### src/afe_ctrl_pkg.sv
/*
 Shared constants for the analog front end control register bank:
 register offsets, field positions, writable masks, reset values and
 the decoded current gain steps.
 Assumes a 16-bit word address and 32-bit register data.
*/
`default_nettype none

package afe_ctrl_pkg;

   localparam int ADDR_W = 16;
   localparam int DATA_W = 32;

   // Register offsets as printed (word addresses)
   localparam logic [15:0] GAIN_CTRL_OFS = 16'h8000;
   localparam logic [15:0] BIAS_CTRL_OFS = 16'h8001;
   localparam logic [15:0] GAIN_MIRROR_OFS = 16'hEC01;

   // Reset values
   localparam logic [31:0] GAIN_CTRL_RST = 32'h0000_0000;
   localparam logic [31:0] BIAS_CTRL_RST = 32'h0000_0000;

   // Writable bits; everything else is reserved and reads zero
   localparam logic [31:0] GAIN_CTRL_MASK = 32'h0007_7777;
   localparam logic [31:0] BIAS_CTRL_MASK = 32'h0000_3F78;

   // Field positions in the gain register (LSB of each field)
   localparam int VOLT_A_GAIN_POS = 16;
   localparam int VOLT_B_GAIN_POS = 17;
   localparam int VOLT_C_GAIN_POS = 18;
   localparam int CUR_A_GAIN_POS = 0;
   localparam int CUR_B_GAIN_POS = 4;
   localparam int CUR_C_GAIN_POS = 8;
   localparam int NEUTRAL_GAIN_POS = 12;
   localparam int CUR_GAIN_W = 3;

   // Field positions in the bias and reset register
   localparam int REF_GEN_TRIM_POS = 13;
   localparam int REF_BUF_TRIM_POS = 12;
   localparam int ADC_TRIM2_POS = 10;
   localparam int ADC_TRIM1_POS = 8;
   localparam int ADC_TRIM_W = 2;
   localparam int NEUTRAL_INT_RST_POS = 3;
   localparam int VOLT_A_INT_RST_POS = 4;
   localparam int VOLT_B_INT_RST_POS = 5;
   localparam int VOLT_C_INT_RST_POS = 6;

   // Decoded current channel gain
   typedef enum logic [1:0] {
      GAIN_X2 = 2'h0,
      GAIN_X4 = 2'h1,
      GAIN_X16 = 2'h2,
      GAIN_X32 = 2'h3
   } gain_step_t;

   localparam logic [2:0] CODE_X2 = 3'h0;
   localparam logic [2:0] CODE_X4 = 3'h1;
   localparam logic [2:0] CODE_X16 = 3'h2;

endpackage

`default_nettype wire

### src/analog_front_end_control_regs.sv
/*
 Analog front end control register bank: gain register, bias and
 integrator reset register, and a read-only mirror of the gain register.
 Assumes a plain register port whose master never raises read and
 write strobes together, and a reset pin already synchronous to mclk.
*/
// The implementer's own choice: the address-and-strobe port.
// Functional notes
// - Both control registers go back to their defaults on power-on reset or on the reset pin.
// - Three single bits select unity or double gain for the three voltage inputs.
// - Four 3-bit codes pick current gain x2, x4, x16, or x32 for any other code.
// - The gain register is readable through a separate mirror register.
// - One bit raises the reference generator bias to one and a half times nominal.
// - One bit raises the reference buffer bias to 1.33 times nominal.
// - Two 2-bit codes trim the two ADC bias currents from nominal up to x2.5.
// - Integrator reset bits hold the modulators of three voltage and the neutral channel in reset while one.
`default_nettype none

module analog_front_end_control_regs
   import afe_ctrl_pkg::*;
(
   input wire logic mclk,
   input wire logic reset_n,
   input wire logic rstPin_n,
   input wire logic [ADDR_W-1:0] regAddr,
   input wire logic [DATA_W-1:0] regWdata,
   input wire logic regWrite,
   input wire logic regRead,
   output logic [DATA_W-1:0] regRdata,
   output logic volt_a_gain_sel,
   output logic volt_b_gain_sel,
   output logic volt_c_gain_sel,
   output logic [2:0] current_a_gain_sel,
   output logic [2:0] current_b_gain_sel,
   output logic [2:0] current_c_gain_sel,
   output logic [2:0] neutral_current_gain_sel,
   output logic [7:0] currentGainStep,
   output logic ref_generator_bias_trim,
   output logic ref_buffer_bias_trim,
   output logic [1:0] adc_bias_trim_second,
   output logic [1:0] adc_bias_trim_first,
   output logic volt_a_integrator_reset,
   output logic volt_b_integrator_reset,
   output logic volt_c_integrator_reset,
   output logic neutral_integrator_reset
);

   ////////////////////////////////////////////////////////////////////////////
   // Register state

   logic [DATA_W-1:0] gainCtrl_r;
   logic [DATA_W-1:0] gainCtrl_nxt;
   logic [DATA_W-1:0] biasCtrl_r;
   logic [DATA_W-1:0] biasCtrl_nxt;
   logic [DATA_W-1:0] rdata_r;
   logic [DATA_W-1:0] rdata_nxt;
   logic [11:0] curCodes;
   logic [1:0] chStep [4];

   always_comb
   begin
      gainCtrl_nxt = gainCtrl_r;
      biasCtrl_nxt = biasCtrl_r;
      if (!rstPin_n)
      begin
         // Pin reset acts like power-on reset but on the clock
         gainCtrl_nxt = GAIN_CTRL_RST;
         biasCtrl_nxt = BIAS_CTRL_RST;
      end
      else if (regWrite)
      begin
         // Reserved bits are dropped so stray writes cannot reach the analog
         if (regAddr == GAIN_CTRL_OFS)
            gainCtrl_nxt = regWdata & GAIN_CTRL_MASK;
         if (regAddr == BIAS_CTRL_OFS)
            biasCtrl_nxt = regWdata & BIAS_CTRL_MASK;
      end
   end

   always_ff @(posedge mclk or negedge reset_n)
   begin
      if (!reset_n)
      begin
         gainCtrl_r <= GAIN_CTRL_RST;
         biasCtrl_r <= BIAS_CTRL_RST;
      end
      else
      begin
         gainCtrl_r <= gainCtrl_nxt;
         biasCtrl_r <= biasCtrl_nxt;
      end
   end

   ////////////////////////////////////////////////////////////////////////////
   // Read port; unmapped addresses return zero

   always_comb
   begin
      rdata_nxt = '0;
      if (regRead)
      begin
         case (regAddr)
            GAIN_CTRL_OFS: rdata_nxt = gainCtrl_r;
            BIAS_CTRL_OFS: rdata_nxt = biasCtrl_r;
            GAIN_MIRROR_OFS: rdata_nxt = gainCtrl_r;
            default: rdata_nxt = '0;
         endcase
      end
   end

   always_ff @(posedge mclk or negedge reset_n)
   begin
      if (!reset_n)
         rdata_r <= '0;
      else
         rdata_r <= rdata_nxt;
   end

   assign regRdata = rdata_r;

   ////////////////////////////////////////////////////////////////////////////
   // Static analog control levels

   assign volt_a_gain_sel = gainCtrl_r[VOLT_A_GAIN_POS];
   assign volt_b_gain_sel = gainCtrl_r[VOLT_B_GAIN_POS];
   assign volt_c_gain_sel = gainCtrl_r[VOLT_C_GAIN_POS];
   assign current_a_gain_sel = gainCtrl_r[CUR_A_GAIN_POS +: CUR_GAIN_W];
   assign current_b_gain_sel = gainCtrl_r[CUR_B_GAIN_POS +: CUR_GAIN_W];
   assign current_c_gain_sel = gainCtrl_r[CUR_C_GAIN_POS +: CUR_GAIN_W];
   assign neutral_current_gain_sel = gainCtrl_r[NEUTRAL_GAIN_POS +: CUR_GAIN_W];
   assign ref_generator_bias_trim = biasCtrl_r[REF_GEN_TRIM_POS];
   assign ref_buffer_bias_trim = biasCtrl_r[REF_BUF_TRIM_POS];
   assign adc_bias_trim_second = biasCtrl_r[ADC_TRIM2_POS +: ADC_TRIM_W];
   assign adc_bias_trim_first = biasCtrl_r[ADC_TRIM1_POS +: ADC_TRIM_W];
   // Held until software writes zero or a reset clears it; there is no self-clearing pulse
   assign volt_a_integrator_reset = biasCtrl_r[VOLT_A_INT_RST_POS];
   assign volt_b_integrator_reset = biasCtrl_r[VOLT_B_INT_RST_POS];
   assign volt_c_integrator_reset = biasCtrl_r[VOLT_C_INT_RST_POS];
   assign neutral_integrator_reset = biasCtrl_r[NEUTRAL_INT_RST_POS];

   ////////////////////////////////////////////////////////////////////////////
   // Decoded current gain steps, channel order A, B, C, neutral

   assign curCodes = {neutral_current_gain_sel, current_c_gain_sel,
                      current_b_gain_sel, current_a_gain_sel};

   generate
      for (genvar ch = 0; ch < 4; ch++)
      begin : g_curGain
         current_gain_decode u_decode (
            .mclk(mclk),
            .reset_n(reset_n),
            .gainCode(curCodes[ch*3 +: 3]),
            .gainStep(chStep[ch])
         );
      end
   endgenerate

   // One slot per decoder keeps every output bit to a single driver
   assign currentGainStep = {chStep[3], chStep[2], chStep[1], chStep[0]};
endmodule // analog_front_end_control_regs

`default_nettype wire

### src/current_gain_decode.sv
/*
 Registered decoder from a 3-bit current channel gain code to the
 gain step driven into the programmable amplifier.
 Assumes mclk and an asynchronous active-low reset_n.
*/
`default_nettype none

module current_gain_decode
   import afe_ctrl_pkg::*;
(
   input wire logic mclk,
   input wire logic reset_n,
   input wire logic [2:0] gainCode,
   output logic [1:0] gainStep
);

   gain_step_t step_r;
   gain_step_t step_nxt;

   always_comb
   begin
      case (gainCode)
         CODE_X2: step_nxt = GAIN_X2;
         CODE_X4: step_nxt = GAIN_X4;
         CODE_X16: step_nxt = GAIN_X16;
         default: step_nxt = GAIN_X32;
      endcase
   end

   always_ff @(posedge mclk or negedge reset_n)
   begin
      if (!reset_n)
         step_r <= GAIN_X2;
      else
         step_r <= step_nxt;
   end

   assign gainStep = step_r;
endmodule // current_gain_decode

`default_nettype wire

### config.mk
export PLATFORM = sky130hd
export DESIGN_NAME = analog_front_end_control_regs
export DESIGN_NICKNAME = d
export VERILOG_FILES = /design/src/afe_ctrl_pkg.sv /design/src/analog_front_end_control_regs.sv /design/src/current_gain_decode.sv
export SDC_FILE = /design/constraint.sdc
export NUM_CORES = 1
export LEC_CHECK = 0
export ABC_AREA = 1
export BUFFER_PORTS_ARGS = -buffer_cell sky130_fd_sc_hd__buf_4
export CAP_MARGIN = 20
export CELL_PAD_IN_SITES_DETAIL_PLACEMENT = 1
export CELL_PAD_IN_SITES_GLOBAL_PLACEMENT = 1
export CORE_AREA = 3 3 87 106
export DETAILED_ROUTE_END_ITERATION = 6
export DIE_AREA = 0 0 90 109
export PLACE_DENSITY = 0.68
export SYNTH_ARGS = -nofsm -noshare
export SYNTH_HDL_FRONTEND = slang
export SYNTH_SLANG_ARGS = --single-unit
### constraint.sdc
create_clock -name mclk -period 1.5 [get_ports mclk]
set_clock_uncertainty 0.05 [all_clocks]
set_input_delay 0.075 -clock mclk [delete_from_list [all_inputs] [get_ports mclk]]
set_output_delay 0.075 -clock mclk [all_outputs]
set_load 0.01 [all_outputs]
==> metrics.md <==
| Metric | Value |
|---|---|
| Outcome | `complete, no violations` |
| Max_cap viols | `0` |
| Post-route antenna net violation count | `0` |
| Slew margin rel. | `58.0%` |
| Hold WS | `0.00781 ns` |
| Seq/Total Area, Yosys | `54.7%` |
| Number of global-route vias before repair | `2012` |
| Pre-antenna DRT Iters | `4` |
| Area delta synth->final | `34.8%` |
| Crit path time final | `1.04 ns` |
| Clk sink count | `50` |
| NumNets Final | `415` |
| Crit-path leading delay family | `flip-flops` |
| I/O pin total | `118` |
| CTS root buffer | `clkbuf_8` |
| P_leak | `1.86 nW` |
| Layout cell share with drive strength beyond 1 | `31.7%` |
| WL/cell | `12.7 µm` |
| Reg-to-Reg End | `g_curGain[3].u_decode.gainStep[0]$_DFF_PN0_` |
| Gr ovfl total | `0` |
| CP max FO | `4` |
| TNS Setup | `0 ns` |
| WP buf/inv | `1` |
| Worst hold start | `regWdata[3]` |
| Number of synthesized register bits | `50` |
| CTS clock-pin slew for the worst setup and hold paths | `0.09 ns` |
| GR Util All Layers | `12.6%` |
| Final slew viol count | `0` |
| CTS tree | `built` |
| FMAX | `0.961 GHz` |
| Core Region | `8200 µm²` |
| DIE AREA | `9810 µm²` |
| Max VDD drop | `0.000358 V` |
| WHS Endpoint | `biasCtrl_r[3]$_DFFE_PN0P_` |
| Routed vias/inst | `4.13` |
| Synth Cell Area | `2290 µm²` |
| Critical path, cell by cell | `buf_4` |
| Crit-path max cell delay | `0.44 ns` |
| Largest net degree at the start of global routing | `51` |
| Drt total wl | `6.04 mm` |
| Unrepaired setup endpoints after global routing | `no` |
| FF-to-FF Start | `gainCtrl_r[14]$_DFFE_PN0P_` |
| Most frequent cells in the layout | `nand2_1, buf_4, dfrtp_1, nand3_1, inv_1` |
| Final Hold Vio Count | `0` |
| Post-Syn Instances | `275` |
| Reg-to-reg slack, setup | `0.58 ns` |
| Ys Warns | `0` |
| Initial antenna violation count | `0` |
| Die width | `90 µm` |
| Distinct cells, synth | `18` |
| Hold Crit Class | `primary input to register` |
| Vias | `1970` |
| Min-Delay Path Depth | `5` |
| CP endpoint kind | `primary output` |
| First-pass GRT wire length | `9.97 mm` |
| CP arrival | `0.92 ns` |
| Slowest stage cell on the critical path | `dfrtp_1` |
| Avg Cell Area, Syn | `8.32 µm²` |
| Diode count | `0` |
| Worst Path Required | `1.37 ns` |
| DRC | `0` |
| Initial drt markers | `104` |
| Buffers added on ports | `87` |
| Max H-tree Level | `2` |
| Most common cell after layout, fill and taps aside | `nand2_1` |
| CTS buffer count | `5` |
| DP Wirelength | `4.65 mm` |
| Worst-margin pin slew | `0.630 ns` |
| Clock Path Buffers | `2` |
| R2R cell count | `1` |
| Worst setup SP type | `register` |
| Worst-Skew Late Latency | `0.30 ns` |
| Row count | `36` |
| Critical path type | `register to primary output` |
| Final setup vio count | `0` |
| Chip Height | `109 µm` |
| Routability-driven placement congestion ratio | `0.714` |
| Initial Utilization | `27.9%` |
| Power Density | `783 nW/µm²` |
| Fin crit share | `69.4%` |
-- cell families after synthesis --
logic type	share of synthesized area, %
buffers and inverters	12.8
flip-flops	54.7
other	0.164
AND/OR/NAND/NOR	32.3
-- synth_stat cells --
library cell,instances,share of area (%)
nand2_4,2,0.98
buf_4,15,4.9
inv_2,2,0.33
nand3_1,40,8.7
nor2_2,4,1.1
nand3_4,1,0.77
inv_1,31,5.1
buf_2,4,0.87
clkinv_1,1,0.16
nand2_2,2,0.55
nor2_1,17,2.8
nand2_1,93,15
or2_2,6,1.6
conb_1,1,0.16
dfrtp_1,50,55
nor2_4,1,0.49
buf_1,3,0.49
buf_6,2,0.98
-- worst max path at each step --
stage / cells past startpoint / start / endpoint
4_1_cts: 1 / gainCtrl_r[14]$_DFFE_PN0P_ / neutral_current_gain_sel[2]
3_5_place_dp: 8 / regAddr[3] / gainCtrl_r[6]$_DFFE_PN0P_
3_3_place_gp: 8 / regAddr[5] / gainCtrl_r[8]$_DFFE_PN0P_
2_1_floorplan: 7 / regAddr[13] / biasCtrl_r[11]$_DFFE_PN0P_
5_1_grt: 1 / gainCtrl_r[14]$_DFFE_PN0P_ / neutral_current_gain_sel[2]
6_report: 1 / gainCtrl_r[8]$_DFFE_PN0P_ / current_c_gain_sel[0]
-- final cells by class --
| class | count | area (µm²) |
|---|---|---|
| timing repair buffer | 90 | 678 |
| sequential | 50 | 1250 |
| multi-input combinational | 181 | 796 |
| tap | 114 | 143 |
| clock inverter | 3 | 21.3 |
| clock buffer | 5 | 68.8 |
| inverter | 34 | 128 |
| fill | 1013 | 5110 |
-- timing repair --
item                                   CTS  global route
gates resized for setup                  0             0
hold buffers                             1             0
setup buffers                            0             0
endpoints found under the hold margin   50             0
-- sequential cells by signal (all words and copies together) (netlist names) --
register / flops
biasCtrl_r: 10
regRdata: 17
g_curGain.u_decode.gainStep: 8
gainCtrl_r: 15
-- routing by layer --
metal	up-vias	global-route usage [%]	routed length (µm)
met1	926	14.7	2440
met2	69	23.3	3110
met5	-	0	0
met4	0	3.94	76
li1	969	-	-
met3	6	2.62	408
-- power breakdown --
group	switching [mW]	internal (mW)	total [mW]
clock	0.466	0.329	0.795
sequential	0.0122	1.36	1.38
combinational	0.136	0.108	0.244
total	0.614	1.80	2.41
-- stage by stage --
step           worst slack (ns)  area (µm²)  std cells  util, %  power, mW
3_3_place_gp              0.255        2990        468     36.4       1.65
5_1_grt                   0.420        3090        477     37.6       2.52
3_5_place_dp              0.219        2990        468     36.4       1.65
4_1_cts                   0.452        3090        477     37.6       2.44
6_report                  0.459        3090        477     37.6       2.41
2_1_floorplan             0.528        2340        289        -       1.53
(Power assumes the default switching activity.)
